--- src/sbtc_pkg.sv ---
/*
  Shared constants and types of the sixteen bit timer counter: register
  indices, field layouts, reset values, mode codes and bus responses.
  Assumes a 32-bit AXI4-Lite master and a 50 MHz core clock that is
  also the instruction clock.
*/
// Behaviour
// [RL1] Counter mode advances only on rising edges of the external input.
// [RL2] After enable in counter mode, one falling edge must pass before counting.
// [RL3] Crystal oscillator runs only while control bit 3 is set.
// [RL4] The crystal oscillator and counter mode keep running during sleep.
// [RL5] Software waits its own start-up delay after enabling the oscillator.
// [RL6] Count runs 0000h up to FFFFh and wraps to 0000h.
// [RL7] Each natural wrap sets the sticky overflow flag, bit 0 of index 0Ch.
// [RL8] Overflow raises the interrupt only while enable bit 0 at 8Ch is set.
// [RL9] Compare mode 1011 trigger resets the count and starts a conversion.
// [RL10] A trigger reset never sets the overflow flag.
// [RL11] Trigger reset is applied only in timer or synchronized counter mode.
// [RL12] A count write in the trigger cycle wins over the trigger reset.
// [RL13] In trigger mode the compare pair is the period of the count.
// [RL14] Count bytes at 0Eh and 0Fh, read/write, not cleared by reset.
// [RL15] Timer mode counts every instruction cycle, the core clock.
// [RL16] Prescale field bits 5-4 divides by 1, 2, 4 or 8.
// [RL17] Sync-disable bit uses the external input unsynchronized; ignored in timer mode. Here the pin stays synchronized; the bit only blocks the trigger reset.
// [RL18] Counting only while on bit 0 is set; clearing holds the value.
package sbtc_pkg;
  localparam int unsigned CLK_HZ     = 50_000_000;
  localparam int unsigned OSC_MAX_HZ = 200_000;
  localparam int unsigned AW         = 12;
  localparam int unsigned IDX_W      = 10;
  localparam int unsigned CNT_W      = 16;

  // Register indices; byte address is four times the index
  localparam logic [IDX_W-1:0] IDX_FLAGS    = 10'h00C;
  localparam logic [IDX_W-1:0] IDX_CLR      = 10'h00D;
  localparam logic [IDX_W-1:0] IDX_CNT_LO   = 10'h00E;
  localparam logic [IDX_W-1:0] IDX_CNT_HI   = 10'h00F;
  localparam logic [IDX_W-1:0] IDX_CTRL     = 10'h010;
  localparam logic [IDX_W-1:0] IDX_CMP_LO   = 10'h015;
  localparam logic [IDX_W-1:0] IDX_CMP_HI   = 10'h016;
  localparam logic [IDX_W-1:0] IDX_CMP_MODE = 10'h017;
  localparam logic [IDX_W-1:0] IDX_EN       = 10'h08C;

  localparam int unsigned OVF_BIT      = 0;
  localparam logic [7:0]  CTRL_RST     = 8'h00;
  localparam logic [7:0]  FLAGS_RST    = 8'h00;
  localparam logic [7:0]  EN_RST       = 8'h00;
  localparam logic [15:0] CMP_RST      = 16'h0000;
  localparam logic [3:0]  CMP_MODE_RST = 4'h0;
  localparam logic [3:0]  TRIG_MODE    = 4'hB;
  localparam logic [15:0] CNT_MAX      = 16'hFFFF;
  localparam logic [15:0] CNT_ZERO     = 16'h0000;

  localparam logic [1:0] RESP_OKAY   = 2'h0;
  localparam logic [1:0] RESP_SLVERR = 2'h2;

  // Control register layout, bit 5 down to bit 0
  typedef struct packed {
    logic [1:0] ps;
    logic       osc_en;
    logic       sync_dis;
    logic       cs;
    logic       on;
  } sbtc_ctrl_t;

  // One register write from the bus slave
  typedef struct packed {
    logic [IDX_W-1:0] idx;
    logic [7:0]       data;
  } sbtc_wr_t;
endpackage : sbtc_pkg

--- src/sbtc_edge.sv ---
/*
  Two-stage synchronizer with rising and falling edge detection.
  Assumes the pin is asynchronous to clk_i and slower than half its rate.
*/
`timescale 1ns/100ps
module sbtc_edge (
  input  wire logic clk_i,
  input  wire logic rst_n_i,
  input  wire logic pin_i,
  output logic      rise_o,
  output logic      fall_o
);
  logic meta_ff;
  logic sync_ff;
  logic prev_ff;
  logic nxt_meta;
  logic nxt_sync;
  logic nxt_prev;

  // Shift chain; only sync_ff reads meta_ff
  always_comb
  begin
    nxt_meta = pin_i;
    nxt_sync = meta_ff;
    nxt_prev = sync_ff;
  end

  always_ff @(posedge clk_i or negedge rst_n_i)
  begin
    if (!rst_n_i)
    begin
      meta_ff <= 1'b0;
      sync_ff <= 1'b0;
      prev_ff <= 1'b0;
    end
    else
    begin
      meta_ff <= nxt_meta;
      sync_ff <= nxt_sync;
      prev_ff <= nxt_prev;
    end
  end

  // Edges seen on the settled copy
  assign rise_o = sync_ff & ~prev_ff;
  assign fall_o = ~sync_ff & prev_ff;
endmodule : sbtc_edge

--- src/sbtc_axil.sv ---
/*
  AXI4-Lite slave front end: one write and one read at a time.
  Assumes the register file answers hits and read data combinationally.
*/
`timescale 1ns/100ps
module sbtc_axil (
  input  wire logic                      clk_i,
  input  wire logic                      rst_n_i,
  input  wire logic [sbtc_pkg::AW-1:0]   awaddr_i,
  input  wire logic                      awvalid_i,
  output logic                           awready_o,
  input  wire logic [31:0]               wdata_i,
  input  wire logic [3:0]                wstrb_i,
  input  wire logic                      wvalid_i,
  output logic                           wready_o,
  output logic [1:0]                     bresp_o,
  output logic                           bvalid_o,
  input  wire logic                      bready_i,
  input  wire logic [sbtc_pkg::AW-1:0]   araddr_i,
  input  wire logic                      arvalid_i,
  output logic                           arready_o,
  output logic [31:0]                    rdata_o,
  output logic [1:0]                     rresp_o,
  output logic                           rvalid_o,
  input  wire logic                      rready_i,
  output sbtc_pkg::sbtc_wr_t             wr_o,
  output logic                           wr_vld_o,
  input  wire logic                      wr_hit_i,
  output logic [sbtc_pkg::IDX_W-1:0]     rd_idx_o,
  input  wire logic [7:0]                rd_data_i,
  input  wire logic                      rd_hit_i
);
  logic                       aw_got_ff, nxt_aw_got;
  logic                       w_got_ff, nxt_w_got;
  logic [sbtc_pkg::IDX_W-1:0] awidx_ff, nxt_awidx;
  logic [7:0]                 wdata_ff, nxt_wdata;
  logic                       wstrb0_ff, nxt_wstrb0;
  logic                       bvalid_ff, nxt_bvalid;
  logic [1:0]                 bresp_ff, nxt_bresp;
  logic                       rvalid_ff, nxt_rvalid;
  logic [31:0]                rdata_ff, nxt_rdata;
  logic [1:0]                 rresp_ff, nxt_rresp;
  logic                       fire;

  assign awready_o = ~aw_got_ff & ~bvalid_ff;
  assign wready_o  = ~w_got_ff & ~bvalid_ff;
  assign arready_o = ~rvalid_ff;
  assign fire      = aw_got_ff & w_got_ff & ~bvalid_ff;
  // Lane 0 only: narrower registers sit in the low byte
  assign wr_vld_o  = fire & wstrb0_ff;
  assign wr_o      = '{idx: awidx_ff, data: wdata_ff};
  assign rd_idx_o  = araddr_i[sbtc_pkg::AW-1:2];
  assign bvalid_o  = bvalid_ff;
  assign bresp_o   = bresp_ff;
  assign rvalid_o  = rvalid_ff;
  assign rdata_o   = rdata_ff;
  assign rresp_o   = rresp_ff;

  // Address and data taken in either order, response after both
  always_comb
  begin
    nxt_aw_got = aw_got_ff;
    nxt_w_got  = w_got_ff;
    nxt_awidx  = awidx_ff;
    nxt_wdata  = wdata_ff;
    nxt_wstrb0 = wstrb0_ff;
    nxt_bvalid = bvalid_ff;
    nxt_bresp  = bresp_ff;
    nxt_rvalid = rvalid_ff;
    nxt_rdata  = rdata_ff;
    nxt_rresp  = rresp_ff;
    if (awvalid_i && awready_o)
    begin
      nxt_aw_got = 1'b1;
      nxt_awidx  = awaddr_i[sbtc_pkg::AW-1:2];
    end
    if (wvalid_i && wready_o)
    begin
      nxt_w_got  = 1'b1;
      nxt_wdata  = wdata_i[7:0];
      nxt_wstrb0 = wstrb_i[0];
    end
    if (fire)
    begin
      nxt_aw_got = 1'b0;
      nxt_w_got  = 1'b0;
      nxt_bvalid = 1'b1;
      nxt_bresp  = wr_hit_i ? sbtc_pkg::RESP_OKAY : sbtc_pkg::RESP_SLVERR;
    end
    if (bvalid_ff && bready_i)
      nxt_bvalid = 1'b0;
    if (arvalid_i && arready_o)
    begin
      nxt_rvalid = 1'b1;
      nxt_rdata  = {24'h000000, rd_data_i};
      nxt_rresp  = rd_hit_i ? sbtc_pkg::RESP_OKAY : sbtc_pkg::RESP_SLVERR;
    end
    if (rvalid_ff && rready_i)
      nxt_rvalid = 1'b0;
  end

  always_ff @(posedge clk_i or negedge rst_n_i)
  begin
    if (!rst_n_i)
    begin
      aw_got_ff <= 1'b0;
      w_got_ff  <= 1'b0;
      awidx_ff  <= '0;
      wdata_ff  <= 8'h00;
      wstrb0_ff <= 1'b0;
      bvalid_ff <= 1'b0;
      bresp_ff  <= sbtc_pkg::RESP_OKAY;
      rvalid_ff <= 1'b0;
      rdata_ff  <= 32'h00000000;
      rresp_ff  <= sbtc_pkg::RESP_OKAY;
    end
    else
    begin
      aw_got_ff <= nxt_aw_got;
      w_got_ff  <= nxt_w_got;
      awidx_ff  <= nxt_awidx;
      wdata_ff  <= nxt_wdata;
      wstrb0_ff <= nxt_wstrb0;
      bvalid_ff <= nxt_bvalid;
      bresp_ff  <= nxt_bresp;
      rvalid_ff <= nxt_rvalid;
      rdata_ff  <= nxt_rdata;
      rresp_ff  <= nxt_rresp;
    end
  end
endmodule : sbtc_axil

--- src/sbtc_top.sv ---
/*
  Sixteen bit timer counter: prescaled count of the instruction clock or
  of an external input, overflow interrupt, compare trigger reset and a
  low-power crystal amplifier. Registers over AXI4-Lite.
  Assumes SLEEP_I and ADC_ENABLE_I come from logic on CORE_CLK_I.
*/
`timescale 1ns/100ps
module sbtc_top (
  input  wire logic                    CORE_CLK_I,
  input  wire logic                    RST_N_I,
  input  wire logic [sbtc_pkg::AW-1:0] S_AXI_AWADDR_I,
  input  wire logic                    S_AXI_AWVALID_I,
  output logic                         S_AXI_AWREADY_O,
  input  wire logic [31:0]             S_AXI_WDATA_I,
  input  wire logic [3:0]              S_AXI_WSTRB_I,
  input  wire logic                    S_AXI_WVALID_I,
  output logic                         S_AXI_WREADY_O,
  output logic [1:0]                   S_AXI_BRESP_O,
  output logic                         S_AXI_BVALID_O,
  input  wire logic                    S_AXI_BREADY_I,
  input  wire logic [sbtc_pkg::AW-1:0] S_AXI_ARADDR_I,
  input  wire logic                    S_AXI_ARVALID_I,
  output logic                         S_AXI_ARREADY_O,
  output logic [31:0]                  S_AXI_RDATA_O,
  output logic [1:0]                   S_AXI_RRESP_O,
  output logic                         S_AXI_RVALID_O,
  input  wire logic                    S_AXI_RREADY_I,
  input  wire logic                    EXT_CLK_I,
  input  wire logic                    CRYSTAL_INPUT_PIN_I,
  output logic                         CRYSTAL_OUTPUT_PIN_O,
  output logic                         CRYSTAL_OUTPUT_PIN_OE_O,
  input  wire logic                    SLEEP_I,
  input  wire logic                    ADC_ENABLE_I,
  output logic                         ADC_START_O,
  output logic                         TRIG_EVENT_O,
  output logic                         IRQ_O
);
  sbtc_pkg::sbtc_ctrl_t       ctrl_ff, nxt_ctrl;
  logic                       en_ff, nxt_en;
  logic                       flag_ff, nxt_flag;
  logic [15:0]                cmp_ff, nxt_cmp;
  logic [3:0]                 cmode_ff, nxt_cmode;
  logic [15:0]                count_ff, nxt_count;
  logic [2:0]                 ps_cnt_ff, nxt_ps_cnt;
  logic                       armed_ff, nxt_armed;
  logic                       trig_ff, nxt_trig;
  logic                       adc_ff, nxt_adc;
  sbtc_pkg::sbtc_wr_t         wr;
  logic                       wr_vld, wr_hit, rd_hit;
  logic [sbtc_pkg::IDX_W-1:0] rd_idx;
  logic [7:0]                 rd_data;
  logic                       src_pin, rise, fall;
  logic                       src_event, run, tick;
  logic [2:0]                 ps_mask;
  logic                       cnt_wr, trig_mode, trig_ok, period_hit, wrap;

  sbtc_axil u_axil (
    .clk_i     (CORE_CLK_I),
    .rst_n_i   (RST_N_I),
    .awaddr_i  (S_AXI_AWADDR_I),
    .awvalid_i (S_AXI_AWVALID_I),
    .awready_o (S_AXI_AWREADY_O),
    .wdata_i   (S_AXI_WDATA_I),
    .wstrb_i   (S_AXI_WSTRB_I),
    .wvalid_i  (S_AXI_WVALID_I),
    .wready_o  (S_AXI_WREADY_O),
    .bresp_o   (S_AXI_BRESP_O),
    .bvalid_o  (S_AXI_BVALID_O),
    .bready_i  (S_AXI_BREADY_I),
    .araddr_i  (S_AXI_ARADDR_I),
    .arvalid_i (S_AXI_ARVALID_I),
    .arready_o (S_AXI_ARREADY_O),
    .rdata_o   (S_AXI_RDATA_O),
    .rresp_o   (S_AXI_RRESP_O),
    .rvalid_o  (S_AXI_RVALID_O),
    .rready_i  (S_AXI_RREADY_I),
    .wr_o      (wr),
    .wr_vld_o  (wr_vld),
    .wr_hit_i  (wr_hit),
    .rd_idx_o  (rd_idx),
    .rd_data_i (rd_data),
    .rd_hit_i  (rd_hit)
  );

  // Crystal amplifier: inverter off when disabled to save power
  assign CRYSTAL_OUTPUT_PIN_O    = ctrl_ff.osc_en & ~CRYSTAL_INPUT_PIN_I; // [RL3]
  assign CRYSTAL_OUTPUT_PIN_OE_O = ctrl_ff.osc_en; // [RL3]
  // Oscillator runs from the pin itself, so sleep does not stop it
  assign src_pin = ctrl_ff.osc_en ? CRYSTAL_INPUT_PIN_I : EXT_CLK_I; // [RL4]

  sbtc_edge u_edge (
    .clk_i   (CORE_CLK_I),
    .rst_n_i (RST_N_I),
    .pin_i   (src_pin),
    .rise_o  (rise),
    .fall_o  (fall)
  );

  // Count source: core clock outside sleep in timer mode, armed rising edge otherwise
  always_comb
  begin
    src_event  = ctrl_ff.cs ? (armed_ff & rise) : ~SLEEP_I; // [RL1] [RL15] [RL4]
    run        = ctrl_ff.on & src_event; // [RL18]
    ps_mask    = 3'((4'h1 << ctrl_ff.ps) - 4'h1); // [RL16]
    tick       = run & (ps_cnt_ff == ps_mask); // [RL16]
    cnt_wr     = wr_vld & ((wr.idx == sbtc_pkg::IDX_CNT_LO) | (wr.idx == sbtc_pkg::IDX_CNT_HI));
    trig_mode  = cmode_ff == sbtc_pkg::TRIG_MODE; // [RL9]
    // Pin is always resynchronized here; async mode only drops the reset
    trig_ok    = ~(ctrl_ff.cs & ctrl_ff.sync_dis); // [RL11] [RL17]
    period_hit = trig_mode & tick & (count_ff == cmp_ff); // [RL13]
    wrap       = tick & ~cnt_wr & (count_ff == sbtc_pkg::CNT_MAX) & ~(period_hit & trig_ok); // [RL10]
  end

  // Count value; write first, then trigger, then increment
  always_comb
  begin
    nxt_count = count_ff;
    if (cnt_wr)
    begin
      if (wr.idx == sbtc_pkg::IDX_CNT_LO)
        nxt_count[7:0] = wr.data; // [RL12] [RL14]
      else
        nxt_count[15:8] = wr.data; // [RL12] [RL14]
    end
    else if (period_hit && trig_ok)
      nxt_count = sbtc_pkg::CNT_ZERO; // [RL9] [RL13]
    else if (tick)
      nxt_count = count_ff + 16'h0001; // [RL6]
  end

  // No reset: count survives every reset but power-up
  always_ff @(posedge CORE_CLK_I)
  begin
    count_ff <= nxt_count; // [RL14]
  end

  // Prescaler, arming and trigger pulses
  always_comb
  begin
    nxt_ps_cnt = ps_cnt_ff;
    if (!ctrl_ff.on || cnt_wr)
      nxt_ps_cnt = 3'h0;
    else if (run)
      nxt_ps_cnt = tick ? 3'h0 : ps_cnt_ff + 3'h1; // [RL16]
    // Disarm whenever the counter leaves enabled counter mode
    nxt_armed = (ctrl_ff.on & ctrl_ff.cs) ? (armed_ff | fall) : 1'b0; // [RL2]
    nxt_trig  = period_hit;
    nxt_adc   = period_hit & ADC_ENABLE_I; // [RL9]
  end

  always_ff @(posedge CORE_CLK_I or negedge RST_N_I)
  begin
    if (!RST_N_I)
    begin
      ps_cnt_ff <= 3'h0;
      armed_ff  <= 1'b0;
      trig_ff   <= 1'b0;
      adc_ff    <= 1'b0;
    end
    else
    begin
      ps_cnt_ff <= nxt_ps_cnt;
      armed_ff  <= nxt_armed;
      trig_ff   <= nxt_trig;
      adc_ff    <= nxt_adc;
    end
  end

  // Software registers; the overflow set wins over a clear
  always_comb
  begin
    nxt_ctrl  = ctrl_ff;
    nxt_en    = en_ff;
    nxt_cmp   = cmp_ff;
    nxt_cmode = cmode_ff;
    nxt_flag  = flag_ff;
    if (wr_vld)
    begin
      unique case (wr.idx)
        sbtc_pkg::IDX_CTRL:     nxt_ctrl = sbtc_pkg::sbtc_ctrl_t'(wr.data[5:0]);
        sbtc_pkg::IDX_EN:       nxt_en = wr.data[sbtc_pkg::OVF_BIT];
        sbtc_pkg::IDX_CMP_LO:   nxt_cmp[7:0] = wr.data;
        sbtc_pkg::IDX_CMP_HI:   nxt_cmp[15:8] = wr.data;
        sbtc_pkg::IDX_CMP_MODE: nxt_cmode = wr.data[3:0];
        sbtc_pkg::IDX_CLR:      nxt_flag = flag_ff & ~wr.data[sbtc_pkg::OVF_BIT];
        default:                nxt_flag = flag_ff;
      endcase
    end
    if (wrap)
      nxt_flag = 1'b1; // [RL7]
  end

  always_ff @(posedge CORE_CLK_I or negedge RST_N_I)
  begin
    if (!RST_N_I)
    begin
      ctrl_ff  <= sbtc_pkg::sbtc_ctrl_t'(sbtc_pkg::CTRL_RST[5:0]);
      en_ff    <= sbtc_pkg::EN_RST[sbtc_pkg::OVF_BIT];
      flag_ff  <= sbtc_pkg::FLAGS_RST[sbtc_pkg::OVF_BIT];
      cmp_ff   <= sbtc_pkg::CMP_RST;
      cmode_ff <= sbtc_pkg::CMP_MODE_RST;
    end
    else
    begin
      ctrl_ff  <= nxt_ctrl;
      en_ff    <= nxt_en;
      flag_ff  <= nxt_flag;
      cmp_ff   <= nxt_cmp;
      cmode_ff <= nxt_cmode;
    end
  end

  // Read mux and decode; clear register is write-only and reads zero
  always_comb
  begin
    rd_data = 8'h00;
    rd_hit  = 1'b1;
    unique case (rd_idx)
      sbtc_pkg::IDX_FLAGS:    rd_data[sbtc_pkg::OVF_BIT] = flag_ff;
      sbtc_pkg::IDX_CLR:      rd_data = 8'h00;
      sbtc_pkg::IDX_CNT_LO:   rd_data = count_ff[7:0];
      sbtc_pkg::IDX_CNT_HI:   rd_data = count_ff[15:8];
      sbtc_pkg::IDX_CTRL:     rd_data = {2'h0, ctrl_ff};
      sbtc_pkg::IDX_EN:       rd_data[sbtc_pkg::OVF_BIT] = en_ff;
      sbtc_pkg::IDX_CMP_LO:   rd_data = cmp_ff[7:0];
      sbtc_pkg::IDX_CMP_HI:   rd_data = cmp_ff[15:8];
      sbtc_pkg::IDX_CMP_MODE: rd_data = {4'h0, cmode_ff};
      default:                rd_hit = 1'b0;
    endcase
    wr_hit = (wr.idx == sbtc_pkg::IDX_FLAGS) | (wr.idx == sbtc_pkg::IDX_CLR) |
             (wr.idx == sbtc_pkg::IDX_CNT_LO) | (wr.idx == sbtc_pkg::IDX_CNT_HI) |
             (wr.idx == sbtc_pkg::IDX_CTRL) | (wr.idx == sbtc_pkg::IDX_EN) |
             (wr.idx == sbtc_pkg::IDX_CMP_LO) | (wr.idx == sbtc_pkg::IDX_CMP_HI) |
             (wr.idx == sbtc_pkg::IDX_CMP_MODE);
  end

  // Outputs
  assign IRQ_O        = flag_ff & en_ff; // [RL8]
  assign TRIG_EVENT_O = trig_ff;
  assign ADC_START_O  = adc_ff;

  // Checks
  a_wrap_sets_flag: assert property (@(posedge CORE_CLK_I) disable iff (!RST_N_I) // [RL7]
    wrap |=> flag_ff) else $error("overflow flag not set on wrap");

  a_irq_gated: assert property (@(posedge CORE_CLK_I) disable iff (!RST_N_I) // [RL8]
    !en_ff |-> !IRQ_O) else $error("interrupt while disabled");

  // Case equality: the count is unknown until software first writes it
  a_held_when_off: assert property (@(posedge CORE_CLK_I) disable iff (!RST_N_I) // [RL18]
    (!ctrl_ff.on && !cnt_wr) |=> count_ff === $past(count_ff)) else $error("count moved while off");

  a_timer_steps: assert property (@(posedge CORE_CLK_I) disable iff (!RST_N_I) // [RL15]
    (ctrl_ff.on && !ctrl_ff.cs && !SLEEP_I && ctrl_ff.ps == 2'h0 && !cnt_wr && !trig_mode)
    |=> count_ff == $past(count_ff) + 16'h0001) else $error("timer did not step");

  a_rise_only: assert property (@(posedge CORE_CLK_I) disable iff (!RST_N_I) // [RL1]
    (ctrl_ff.cs && !rise && !cnt_wr) |=> $stable(count_ff)) else $error("count without rise");

  a_arm_first: assert property (@(posedge CORE_CLK_I) disable iff (!RST_N_I) // [RL2]
    ($rose(ctrl_ff.on & ctrl_ff.cs) ##0 (!fall && !cnt_wr)[*2]) |=> !armed_ff)
    else $error("armed without falling edge");

  a_trig_reset: assert property (@(posedge CORE_CLK_I) disable iff (!RST_N_I) // [RL9]
    (period_hit && trig_ok && !cnt_wr) |=> count_ff == 16'h0000 && (!flag_ff || $past(flag_ff)))
    else $error("trigger reset failed");

  a_trig_no_flag: assert property (@(posedge CORE_CLK_I) disable iff (!RST_N_I) // [RL10]
    (period_hit && trig_ok && !flag_ff && !(wr_vld && wr.idx == sbtc_pkg::IDX_CLR)) |=> !flag_ff)
    else $error("trigger set overflow flag");

  a_async_no_trig: assert property (@(posedge CORE_CLK_I) disable iff (!RST_N_I) // [RL11]
    (period_hit && !trig_ok && !cnt_wr) |=> count_ff == $past(count_ff) + 16'h0001)
    else $error("trigger applied in async mode");

  a_write_wins: assert property (@(posedge CORE_CLK_I) disable iff (!RST_N_I) // [RL12]
    (period_hit && wr_vld && wr.idx == sbtc_pkg::IDX_CNT_LO) |=> count_ff[7:0] == $past(wr.data))
    else $error("trigger beat a write");

  a_prescale_gap: assert property (@(posedge CORE_CLK_I) disable iff (!RST_N_I) // [RL16]
    (tick && ctrl_ff.ps != 2'h0 && $stable(ctrl_ff)) |=> !tick) else $error("prescale too fast");

  a_osc_off: assert property (@(posedge CORE_CLK_I) disable iff (!RST_N_I) // [RL3]
    !ctrl_ff.osc_en |-> !CRYSTAL_OUTPUT_PIN_O && !CRYSTAL_OUTPUT_PIN_OE_O)
    else $error("oscillator driven while off");

  // Flag life cycle and converter start
  a_clear_flag: assert property (@(posedge CORE_CLK_I) disable iff (!RST_N_I) // [RL7]
    (wr_vld && wr.idx == sbtc_pkg::IDX_CLR && wr.data[sbtc_pkg::OVF_BIT] && !wrap) |=> !flag_ff)
    else $error("overflow flag not cleared");

  a_flag_sticky: assert property (@(posedge CORE_CLK_I) disable iff (!RST_N_I) // [RL7]
    (flag_ff && !(wr_vld && wr.idx == sbtc_pkg::IDX_CLR)) |=> flag_ff) else $error("overflow flag lost");

  a_adc_start: assert property (@(posedge CORE_CLK_I) disable iff (!RST_N_I) // [RL9]
    (period_hit && ADC_ENABLE_I) |=> ADC_START_O) else $error("conversion not started");

  // Main scenarios reached
  c_wrap: cover property (@(posedge CORE_CLK_I) disable iff (!RST_N_I) wrap ##1 IRQ_O);
  c_period: cover property (@(posedge CORE_CLK_I) disable iff (!RST_N_I) period_hit && trig_ok);
  c_ext_count: cover property (@(posedge CORE_CLK_I) disable iff (!RST_N_I) tick && ctrl_ff.cs);
  c_sleep_count: cover property (@(posedge CORE_CLK_I) disable iff (!RST_N_I) tick && SLEEP_I);
endmodule : sbtc_top

--- config.mk ---
export PLATFORM = sky130hd
export DESIGN_NAME = sbtc_top
export DESIGN_NICKNAME = d
export VERILOG_FILES = /design/src/sbtc_pkg.sv /design/src/sbtc_edge.sv /design/src/sbtc_axil.sv /design/src/sbtc_top.sv
export SDC_FILE = /design/constraint.sdc
export NUM_CORES = 1
export LEC_CHECK = 0
export BUFFER_PORTS_ARGS = -buffer_cell sky130_fd_sc_hd__buf_2
export CAP_MARGIN = 20
export CORE_MARGIN = 5
export CORE_UTILIZATION = 40
export CTS_CLUSTER_DIAMETER = 60
export DETAILED_ROUTE_END_ITERATION = 10
export PLACE_DENSITY = 0.65
export SLEW_MARGIN = 5
export SYNTH_ARGS = -nofsm -noshare
export SYNTH_HDL_FRONTEND = slang
export SYNTH_SLANG_ARGS = --single-unit
--- constraint.sdc ---
create_clock -name CORE_CLK_I -period 2.3 [get_ports CORE_CLK_I]
set_input_delay 0.46 -clock CORE_CLK_I [delete_from_list [all_inputs] [get_ports CORE_CLK_I]]
set_output_delay 0.46 -clock CORE_CLK_I [all_outputs]
set_load 0.005 [all_outputs]
## Word-level counts from Yosys, hierarchy flattened

Index checks and enable logic that the tools add are counted.

- Add/sub/neg operators: 3
- Equal/unequal tests: 24
- Shift-type cells: 1
- Multiplexer cells: 27
- Bitwise operators: 45
- Reductions and logical operators: 25

Operator list:

| cell | number |
|---|---|
| $eq A10 B4 Y1 const B | 8 |
| $eq A10 B5 Y1 const B | 8 |
| $mux W16 | 3 |
| $pmux W7 S6 | 1 |
| $and A1 B1 Y1 | 23 |
| $eq A10 B8 Y1 const B | 2 |
| $add A16 B1 Y16 const B | 1 |
| $eq A16 B16 Y1 | 1 |
| $eq A16 B16 Y1 const B | 1 |
| $mux W8 | 2 |
| $reduce_and A2 Y1 | 8 |
| $mux W1 | 15 |
| $reduce_bool A2 Y1 | 7 |
| $not A1 Y1 | 12 |
| $or A1 B1 Y1 | 10 |
| $mux W3 | 3 |
| $reduce_or A9 Y1 | 1 |
| $pmux W1 S8 | 1 |
| $logic_and A1 B1 Y1 | 6 |
| $eq A4 B4 Y1 const B | 1 |
| $mux W2 | 2 |
| $add A3 B1 Y3 const B | 1 |
| $eq A3 B3 Y1 | 1 |
| $reduce_bool A3 Y1 | 1 |
| other kinds (6) | 6 |

- Register bits: 88
- Input port bits: 71
- Output and inout port bits: 46
- Word-level logic and storage cells: 154

## Longest topological paths before layout

Gate-level depths: netlist of run 1.

- Depth in word-level cells: 13
- Depth in mapped cells: 7
- Mapped depth without buffers: 6

## By module

A second synthesis of run 1 with hierarchy kept.

- Cells, all modules: 422
- Area, all modules: 4715.8 um^2

By module, submodules not included:

| module | times used | cells an instance | area an instance (um^2) | seq. area each (um^2) |
|---|---|---|---|---|
| sbtc_top | 1 | 297 | 3072.9 | 1331.3 |
| sbtc_axil | 1 | 120 | 1552.7 | 825.8 |
| sbtc_edge | 1 | 5 | 90.1 | 75.1 |

## Least setup slack after synthesis of run 1

No wires, ideal clock.

- Kind: register to register
- From: register u_axil.awidx_ff[5] (netlist bit)
- To: register count_ff[0], enable pin
- Library setup time: 384 ps
- Arrival time: 1968 ps
- Slack: -52 ps
- Cell stages (with the launch flop): 6
- Buffers on the path: 1
- Period minus slack after synthesis: 2352 ps
- Cell sequence: dfrtp_1 -> nor4_2 -> and3_1 -> nand3_1 -> buf_2 -> o21ai_0

- Word-level cells in the longest chain between the ends: 5
- Elaborated cells between the ends (all ways): 7
- Classes of those cells: 3 x eq/ne; 2 x bitwise; 2 x reduce/logical

Ends and longest elaborated chain:

| what | line | text |
|---|---|---|
| from (decl) | sbtc_axil.sv:35 | `logic [sbtc_pkg::IDX_W-1:0] awidx_ff, nxt_awidx;` |
| from (signal assigned) | sbtc_axil.sv:121 | `awidx_ff <= nxt_awidx;` |
| $eq A10 B4 Y1, on equally long branches | sbtc_top.sv:106, sbtc_top.sv:120 |  |
| $or A1 B1 Y1 | sbtc_top.sv:106 | `cnt_wr = wr_vld & ((wr.idx == sbtc_pkg::IDX_CNT_LO) \| (wr.idx == sbtc_pkg::IDX_CNT_HI));` |
| $and A1 B1 Y1 | sbtc_top.sv:106 |  |
| $ne A2 B1 Y1 (no line) or $reduce_bool A3 Y1 (tied branches) | - |  |
| $reduce_and A2 Y1 (no line) * | - |  |
| to (signal assigned) | sbtc_top.sv:134 | `count_ff <= nxt_count;` |
| to (decl) | sbtc_top.sv:43 | `logic [15:0] count_ff, nxt_count;` |

Every way passes the cells marked *; elsewhere a longest branch is shown, timed or not.
A chain may end at the register's enable or synchronous reset.

## Worst setup path in the final report of run 1

- From: register count_ff[6]
- To: register count_ff[6] (data pin)

- Word-level cells in the longest chain between the ends: 5
- Elaborated cells between the ends (all ways): 7
- Classes of those cells: 1 x add/sub; 1 x eq/ne; 3 x mux; 1 x bitwise; 1 x reduce/logical

Ends and longest elaborated chain:

| what | line | text |
|---|---|---|
| branches (longest 3 deep; another with $add A16 B1 Y16) | - |  |
| $mux W16 * | sbtc_top.sv:125 | `else if (period_hit && trig_ok)` |
| $mux W16 * | sbtc_top.sv:118 | `if (cnt_wr)` |
| net nxt_count[6] | sbtc_top.sv:43 |  |

Mark *: on every way through the listed nets, which the timed path passes. The select of a mux whose other input is x is not followed.

==> flow_metrics.py, run 1 <==
metrics = {
    "run": {
        "maxCapViolCount": 0,
    },
    "status": {
        "outcome": "finished clean",
    },
    "setup_path": {
        "cp_max_fo": 16,
        "rrSetupSlack_ns": 0.05,
        "worst_r2r_endpoint": "count_ff[6]",
        "critPathKind": "register to register",
        "critPathCapture": "count_ff[6]",
        "rr_startpoint": "count_ff[6]",
        "worst_ep_arrival_time_ns": 2.34,
        "end_kind": "register",
        "timing.critical_path.required_ns": 2.39,
        "start_kind": "register",
        "critPathLaunch": "count_ff[6]",
        "ff2ff_path_depth": 6,
    },
    "synth": {
        "yosysMostFrequentCell": "sky130_fd_sc_hd__dfrtp_1",
        "post_synth.cell_area_avg_um2": 10.9,
        "postSynthCellCount": 441,
        "synthesis.area_um2": 4810,
        "yosys_register_bits": 86,
        "yosys_warnings": 0,
        "synth_top_cells_by_count": "70 x sky130_fd_sc_hd__dfrtp_1, 55 x sky130_fd_sc_hd__mux2_2, 36 x sky130_fd_sc_hd__nor2_1",
        "post_synth_main_area_contributors": "sky130_fd_sc_hd__dfrtp_1 36%, sky130_fd_sc_hd__mux2_2 13%, sky130_fd_sc_hd__edfxtp_1 10%",
        "postSynth.asyncResetShare_pct": 81.4,
        "portion_of_the_post_synthesis_area_used_by_sequential_elements_pct": 46.4,
        "post_synth_num_cell_types": 56,
        "synth_enable_flop_cells": 16,
        "synth_ff_type": "sky130_fd_sc_hd__dfrtp_1",
        "yosys.area.top_type": "sky130_fd_sc_hd__dfrtp_1",
        "synth_largest_type_area_fraction_pct": 36.4,
    },
    "global_routing": {
        "grt.overflow.total": 0,
        "grt_start_max_net_pins": 71,
        "globalRouteTotalUtil_pct": 16.6,
        "antenna_found_initial": 0,
        "first_global_vias": 3548,
        "grt_first_pass_wirelength_um": 18700,
    },
    "pwr": {
        "power_density_nw_per_um2": 772,
        "max-vdd-ir-drop_v": 0.000541,
        "standby_leakage_power_uw": 0.00242,
    },
    "sta": {
        "finalSetupTns_ns": 0,
        "slew_viol_final": 0,
        "timing.final.crit_period_ns": 2.25,
        "rsz0062_at_grt": "false",
        "max_slew_margin_pct": 57.7,
        "final_hold_viol_count": 0,
        "skew_ns": 0.00768,
        "report.final.setup_viol": 0,
        "clock.fmax_mhz": 444,
        "tightestPinTransition_ns": 0.627,
        "fin_worst_hold_slack_ns": 0.123,
        "timing.final.crit_share_pct": 97.9,
    },
    "clock_network": {
        "post-cts-setup-buffer-count": 0,
        "clk_latency_ns": 0.35,
        "ctsLongestPathBuffers": 2,
        "cts_max_level": 3,
        "clk_transition_reported_paths_ns": 0.07,
        "clockRootBuffer": "sky130_fd_sc_hd__clkbuf_16",
        "post_cts_resize_count": 0,
        "hold_buffers": 0,
        "clock-sinks": 86,
        "cts_buffers": 9,
        "tritoncts": "built",
    },
    "layout": {
        "drive_gt1_share_pct": 32.8,
        "n_antenna_cell": 0,
        "final_util_pct": 46.9,
        "finalNetCount": 586,
        "syn2layout_area_growth_pct": 16.2,
    },
    "die": {
        "top_level_ports": 117,
        "core_region_area_um2": 11900,
        "die_height_um": 120,
        "num_rows": 40,
        "floorplan.die.width_um": 120,
        "die_area_um2": 14300,
        "floorplan.initialDensity_pct": 40.4,
    },
    "drt": {
        "drt.antenna.violating_nets": 0,
        "remaining_drc_errors": 0,
        "dr.first_iter.drc_count": 265,
        "number_of_vias_per_cell": 5.36,
        "drt-total-wl_um": 11700,
        "routedWlPerCell_um": 17.6,
        "drt_first_pass_iters": 6,
        "routed-via-count": 3566,
    },
    "placement": {
        "detailed_place_hpwl_um": 8890,
        "routabilityCongestion": 0.905,
        "number_of_input_and_output_port_buffers_inserted": 59,
    },
    "min_path": {
        "worst_min_delay_path_class": "primary input to async pin",
    },
}
[where the power goes]
part / switching, uW / internal (uW) / total (uW)
sequential: 358 / 1800 / 2160
clock: 649 / 746 / 1390
combinational: 344 / 415 / 759
[critical path, cell delays in order (launching register included)]
cell                       delay, ns
sky130_fd_sc_hd__edfxtp_1       0.51
sky130_fd_sc_hd__xor2_1         0.21
sky130_fd_sc_hd__nor4_1         0.47
sky130_fd_sc_hd__nand3_1        0.23
sky130_fd_sc_hd__nor4_4         0.30
sky130_fd_sc_hd__buf_12         0.20
sky130_fd_sc_hd__a211oi_1       0.07
[registers in the layout, indices dropped and copies added, names as in the netlist, 3 cells and up]
signal / cells
ps_cnt_ff: 3
u_axil.awidx_ff: 10
cmode_ff: 4
u_axil.wdata_ff: 8
count_ff: 16
cmp_ff: 16
ctrl_ff: 5
u_axil.rdata_o: 8
[routing by layer]
metal	track usage, %	vias up	share of wire, %
li1	-	1705	-
met1	22.6	1705	46
met2	26.3	143	46
met3	4.34	13	7.2
met4	4.22	0	1.2
met5	0	-	0
[metrics by stage]
stage	std cells	total power (uW)	instance area, um2	setup slack, ns
2_1_floorplan	466	2610	4900	0.170
3_3_place_gp	649	2920	5310	0.163
3_5_place_dp	649	2960	5310	0.118
4_1_cts	665	4350	5590	0.113
5_1_grt	665	4530	5590	0.00311
6_report	665	4310	5590	0.0488
[placed cells by master (no fill, tap or decap), drive strengths merged, types with 4 or more instances in the layout]
cell	netlist	routed
a21oi	11	11
nor2b	9	9
edfxtp	16	16
mux2	55	55
a22oi	5	5
nor3	13	13
and3	6	6
nand3	19	19
nand2	27	27
o21ai	13	13
nor2	36	36
nand2b	4	4
conb	1	26
nor4	10	10
xnor2	5	5
xor2	25	25
a22o	4	4
nand4	9	9
buf	30	81
a31oi	6	6
inv	3	7
a211oi	13	13
dfrtp	70	70
clkbuf	15	9
[layout make-up]
class | instances | area, um2
Clock inverter | 7 | 55.1
Fill cell | 1111 | 6320
Inverter | 3 | 11.3
Timing Repair Buffer | 81 | 498
Clock buffer | 9 | 225
Sequential cell | 86 | 2230
Multi-Input combinational cell | 332 | 2380
Tap cell | 147 | 184
[worst min path at each step]
| stage | start | to | slack [ns] | cells after the start |
|---|---|---|---|---|
| 5_1_grt | RST_N_I | ADC_START_O | 0.15 | 2 |
| 3_3_place_gp | u_edge.meta_ff | u_edge.nxt_prev | 0.34 | 0 |
| 6_report | RST_N_I | ADC_START_O | 0.12 | 2 |
| 3_5_place_dp | u_edge.meta_ff | u_edge.nxt_prev | 0.34 | 0 |
| 4_1_cts | RST_N_I | u_axil.rdata_o[4] | 0.15 | 2 |
| 2_1_floorplan | RST_N_I | ADC_START_O | 0.16 | 0 |
[kinds of logic (layout without fill, tap and decap cells)]
logic type	after synthesis	in the layout	share of synthesized area, %
DFF	86	86	46.4
buffers and inverters	48	100	5.98
xor gates and xnor gates	30	30	5.46
and+or+nand+nor	153	153	17.6
adders and majority gates	2	2	0.520
other	1	26	0.0780
AOI/OAI and AO/OA	65	65	10.9
muxes	56	56	13.1
Note: power is estimated with default switching activity, not from simulation.
==> run 2, diff against run 1 <==
- CTS_BUF_LIST: default -> sky130_fd_sc_hd__clkbuf_8
==> flow_metrics.py, run 2 (synthesis results as in run 1) <==
metrics = {
    "status": {
        "outcome": "finished clean",
    },
    "placement": {
        "detailed_place_hpwl_um": 8890,
        "routabilityCongestion": 0.905,
        "number_of_input_and_output_port_buffers_inserted": 59,
        "area_post_placement_um2": 5310,
        "place_ws_ns": 0.118,
    },
    "clock_network": {
        "hold_buffers": 0,
        "clock-sinks": 86,
        "cts_buffers": 9,
        "post_cts_resize_count": 0,
        "ctsLongestPathBuffers": 2,
        "tritoncts": "built",
        "clk_latency_ns": 0.38,
        "post-cts-setup-buffer-count": 0,
        "clk_transition_reported_paths_ns": 0.10,
        "cts_max_level": 3,
        "clockRootBuffer": "sky130_fd_sc_hd__clkbuf_8",
    },
    "drt": {
        "drt.antenna.violating_nets": 0,
        "routedWlPerCell_um": 17.8,
        "number_of_vias_per_cell": 5.43,
        "remaining_drc_errors": 0,
        "dr.first_iter.drc_count": 235,
        "drt-total-wl_um": 11800,
        "routed-via-count": 3610,
        "drt_first_pass_iters": 5,
    },
    "die": {
        "die_area_um2": 14300,
        "die_height_um": 120,
        "core_region_area_um2": 11900,
        "top_level_ports": 117,
        "floorplan.initialDensity_pct": 40.4,
        "floorplan.die.width_um": 120,
        "num_rows": 40,
    },
    "setup_path": {
        "path_buf_inv": 1,
        "critical_path.max_stage_delay_ns": 0.45,
        "worst_ep_arrival_time_ns": 2.28,
        "critical-path-slowest-cell": "sky130_fd_sc_hd__dfrtp_1",
        "path_cells": "or3_4 -> o32ai_4 -> a31oi_4 -> or2_2 -> o21ai_1 -> buf_4",
        "end_kind": "register",
        "timing.critical_path.required_ns": 2.39,
        "cpLargestDelayFamily": "simple AND/OR/NAND/NOR gates",
        "cp_max_fo": 8,
        "start_kind": "register",
        "critPathKind": "register to register",
    },
    "sta": {
        "timing.final.crit_share_pct": 95.1,
        "report.final.setup_viol": 0,
        "timing.final.crit_period_ns": 2.19,
        "tightestPinTransition_ns": 0.616,
        "worst_path_setup_slack_after_routing_ns": 0.112,
        "final_hold_viol_count": 0,
        "skew_ns": 0.0131,
        "finalSetupTns_ns": 0,
        "clock.fmax_mhz": 457,
        "slew_viol_final": 0,
        "max_slew_margin_pct": 58.4,
        "rsz0062_at_grt": "false",
    },
    "layout": {
        "final_util_pct": 46.1,
        "most_common_cell_after_layout_fill_and_taps_aside": "sky130_fd_sc_hd__dfrtp_1",
        "multiInputGateArea_um2": 2390,
        "layout.cell_area.non_filler_um2": 5490,
        "drive_gt1_share_pct": 33.0,
        "area.sequential_um2": 2230,
        "n_antenna_cell": 0,
        "fillerInstances": 1125,
        "syn2layout_area_growth_pct": 14.2,
        "largest_registers": "cmp_ff (16), count_ff (16), u_axil.awidx_ff (10)",
        "finalNetCount": 586,
        "mostFrequentLayoutCells": "70 x sky130_fd_sc_hd__dfrtp_1, 59 x sky130_fd_sc_hd__buf_2, 55 x sky130_fd_sc_hd__mux2_2, 36 x sky130_fd_sc_hd__nor2_1, 27 x sky130_fd_sc_hd__nand2_1",
    },
    "pwr": {
        "post-layout-total-power_uw": 3930,
        "standby_leakage_power_uw": 0.00238,
        "max-vdd-ir-drop_v": 0.000502,
        "power_density_nw_per_um2": 715,
    },
    "global_routing": {
        "globalRouteTotalUtil_pct": 16.6,
        "grt_start_max_net_pins": 71,
        "antenna_found_initial": 0,
        "grt.overflow.total": 0,
        "grt_first_pass_wirelength_um": 18700,
        "first_global_vias": 3564,
    },
    "run": {
        "maxCapViolCount": 0,
    },
    "min_path": {
        "worst_min_delay_path_class": "primary input to async pin",
    },
}
-- run 2: routing by layer --
| metal | vias up | routed length, um | global-route usage (%) |
|---|---|---|---|
| met5 | - | 0 | 0 |
| met3 | 13 | 821 | 4.62 |
| met1 | 1741 | 5350 | 22.7 |
| met4 | 0 | 157 | 3.58 |
| met2 | 148 | 5510 | 26.5 |
| li1 | 1708 | - | - |
-- run 2: metrics by stage --
step | hold WS, ns | cells
4_1_cts | 0.110 | 665
3_5_place_dp | 0.343 | 649
6_report | 0.0942 | 665
2_1_floorplan | 0.164 | 466
3_3_place_gp | 0.339 | 649
5_1_grt | 0.114 | 665
-- run 2: layout make-up --
| type | instances | area share, % |
|---|---|---|
| multi-input combinational | 332 | 43.5 |
| sequential | 86 | 40.6 |
| tap | 147 | 3.35 |
| clock buffer | 9 | 2.26 |
| clock inverter | 7 | 1.00 |
| inverter | 3 | 0.205 |
| timing repair buffer | 81 | 9.07 |
-- run 2: path summary, 6_finish.rpt --
| check | startpoint | endpoint | slack, ns | depth (start not counted) |
|---|---|---|---|---|
| worst min register to register | u_edge.meta_ff | u_edge.nxt_prev | 0.37 | 0 |
| worst max register to register | ctrl_ff[5] | count_ff[4] | 0.11 | 6 |
| max in group asynchronous | RST_N_I | u_axil.awidx_ff[0] | 1.90 | 2 |
| worst max-delay path | ctrl_ff[5] | count_ff[4] | 0.11 | 6 |
| worst min-delay path | RST_N_I | ADC_START_O | 0.09 | 2 |
| min in group CORE_CLK_I | S_AXI_RREADY_I | u_axil.rvalid_o | 0.26 | 2 |
-- run 2: report_power, final --
| part | total (uW) | switching, uW | internal [uW] | leakage, uW |
|---|---|---|---|---|
| sequential | 2160 | 361 | 1800 | 0.00104 |
| clock | 1010 | 604 | 406 | 0.0000885 |
| combinational | 762 | 347 | 415 | 0.00124 |
| total | 3930 | 1310 | 2620 | 0.00238 |
-- run 2: worst register-to-register path, stage by stage (launching register included) --
cell	delay [ns]
sky130_fd_sc_hd__dfrtp_1	0.45
sky130_fd_sc_hd__or3_4	0.43
sky130_fd_sc_hd__o32ai_4	0.27
sky130_fd_sc_hd__a31oi_4	0.10
sky130_fd_sc_hd__or2_2	0.37
sky130_fd_sc_hd__o21ai_1	0.09
sky130_fd_sc_hd__buf_4	0.20
==> run 3, diff against run 2 <==
- CORE_UTILIZATION: 40 -> 50
- GPL_TIMING_DRIVEN: default -> 0
- HOLD_SLACK_MARGIN: default -> 0.15
- PLACE_DENSITY: 0.65 -> 0.78
==> flow_metrics.py, run 3 (synthesis results as in run 1) <==
metrics = {
    "status": {
        "outcome": "finished clean",
    },
    "drt": {
        "drt.antenna.violating_nets": 0,
        "number_of_vias_per_cell": 5.57,
        "routedWlPerCell_um": 17.5,
        "dr.first_iter.drc_count": 303,
        "remaining_drc_errors": 0,
        "drt-total-wl_um": 11800,
        "routed-via-count": 3752,
        "drt_first_pass_iters": 6,
    },
    "clock_network": {
        "clk_latency_ns": 0.37,
        "ctsLongestPathBuffers": 2,
        "cts_buffers": 9,
        "tritoncts": "built",
        "hold_buffers": 0,
        "clockRootBuffer": "sky130_fd_sc_hd__clkbuf_8",
        "clock-sinks": 86,
        "clk_transition_reported_paths_ns": 0.09,
        "cts_max_level": 3,
    },
    "layout": {
        "finalNetCount": 613,
        "drive_gt1_share_pct": 34.1,
        "n_antenna_cell": 0,
        "most_common_cell_after_layout_fill_and_taps_aside": "sky130_fd_sc_hd__dfrtp_1",
        "fillerInstances": 791,
        "layout.cell_area.non_filler_um2": 5630,
        "syn2layout_area_growth_pct": 17.2,
        "largest_registers": "cmp_ff (16), count_ff (16), u_axil.awidx_ff (10)",
        "mostFrequentLayoutCells": "70 x sky130_fd_sc_hd__dfrtp_1, 59 x sky130_fd_sc_hd__buf_2, 55 x sky130_fd_sc_hd__mux2_2, 36 x sky130_fd_sc_hd__nor2_1, 34 x sky130_fd_sc_hd__buf_4",
        "multiInputGateArea_um2": 2410,
        "final_cells": 674,
        "area.sequential_um2": 2230,
    },
    "global_routing": {
        "grt_start_max_net_pins": 71,
        "globalRouteTotalUtil_pct": 20.6,
        "grt_first_pass_wirelength_um": 18500,
        "first_global_vias": 3587,
        "grt.overflow.total": 0,
        "antenna_found_initial": 0,
    },
    "pwr": {
        "max-vdd-ir-drop_v": 0.000662,
        "power_density_nw_per_um2": 724,
        "post-layout-total-power_uw": 4080,
        "standby_leakage_power_uw": 0.00248,
    },
    "die": {
        "die_height_um": 108,
        "num_rows": 35,
        "die_area_um2": 11700,
        "top_level_ports": 117,
        "core_region_area_um2": 9330,
        "floorplan.initialDensity_pct": 51.5,
        "floorplan.die.width_um": 108,
    },
    "sta": {
        "report.final.setup_viol": 0,
        "skew_ns": 0.00765,
        "fin_worst_hold_slack_ns": 0.185,
        "slew_viol_final": 0,
        "clock.fmax_mhz": 453,
        "final_hold_viol_count": 0,
        "timing.final.crit_period_ns": 2.21,
        "max_slew_margin_pct": 43.0,
        "tightestPinTransition_ns": 0.855,
        "timing.final.crit_share_pct": 96.0,
    },
    "placement": {
        "detailed_place_hpwl_um": 8830,
        "placed_cells_incl_taps": 653,
        "routabilityCongestion": 0.926,
        "area_post_placement_um2": 5360,
        "number_of_input_and_output_port_buffers_inserted": 58,
    },
    "run": {
        "maxCapViolCount": 0,
    },
    "min_path": {
        "worst_min_delay_path_class": "primary input to async pin",
    },
    "setup_path": {
        "timing.critical_path.required_ns": 2.41,
        "critPathKind": "register to register",
        "worst_ep_arrival_time_ns": 2.32,
        "cp_max_fo": 10,
        "start_kind": "register",
        "end_kind": "register",
    },
}
==> run 3: changes by cell type in the layout (fill, tap and decap cells not counted), sizes merged <==
cell      before  now
buf           81   95
clkbuf         9   22
bufinv         0    1
clkinv         1    2
clkinvlp       2    1
inv            7    6
==> run 3: repair_timing <==
item / CTS / global route
gates resized for setup: 3 / 2
setup buffers: 2 / 5
endpoints found under the setup margin: 18 / 25
cloned: 0 / 0
pin swaps: 1 / 4
==> run 3: per-layer routing <==
layer | track usage (%) | share of wire, % | up-vias
li1 | - | - | 1762
met3 | 4.54 | 8.7 | 18
met5 | 0 | 0 | -
met1 | 27.2 | 42 | 1789
met4 | 6.31 | 1.6 | 0
met2 | 33.9 | 47 | 183
==> run 3: stage by stage <==
stage | setup WS [ns] | TNS (ns) | util, %
floorplan | 0.170 | 0 | -
global placement | -0.197 | -2.12 | 57.4
detailed placement | -0.301 | -3.26 | 57.4
CTS | 0.0528 | 0 | 59.9
global route | -0.00900 | -0.0150 | 60.4
finish | 0.0924 | 0 | 60.4
==> run 3: cell type report <==
class | count | area share, %
Multi-Input combinational cell | 332 | 42.8
Buffer | 43 | 4.77
Clock inverter | 7 | 1.42
Tap cell | 129 | 2.86
Clock buffer | 9 | 2.20
Timing Repair Buffer | 65 | 6.13
Inverter | 3 | 0.200
Sequential cell | 86 | 39.6
==> run 3: worst paths after layout <==
kind                                 endpoint  slack (ns)           start  cells past startpoint
setup / recovery                  count_ff[2]        0.09      ctrl_ff[1]                      5
hold / removal                       armed_ff        0.19         RST_N_I                      1
setup reg to reg                  count_ff[2]        0.09      ctrl_ff[1]                      5
hold reg to reg               u_edge.nxt_prev        0.37  u_edge.meta_ff                      0
max in group asynchronous  u_axil.wdata_ff[6]        1.55         RST_N_I                      1
min in group CORE_CLK_I       u_axil.bvalid_o        0.26  S_AXI_BREADY_I                      2
==> run 3: worst max-delay path, cell delays in order (launching register included) <==
cell and delay [ns]:
sky130_fd_sc_hd__dfrtp_1 0.49, sky130_fd_sc_hd__o21ai_0 0.53, sky130_fd_sc_hd__nand3_1 0.23, sky130_fd_sc_hd__nor4_4 0.41, sky130_fd_sc_hd__buf_6 0.23, sky130_fd_sc_hd__a211oi_2 0.05
==> run 3: where the power goes <==
part	leakage (uW)	internal, uW	total (uW)	switching, uW
Sequential	0.00104	1800	2150	354
Clock	0.000102	517	1110	596
Combinational	0.00133	434	817	383
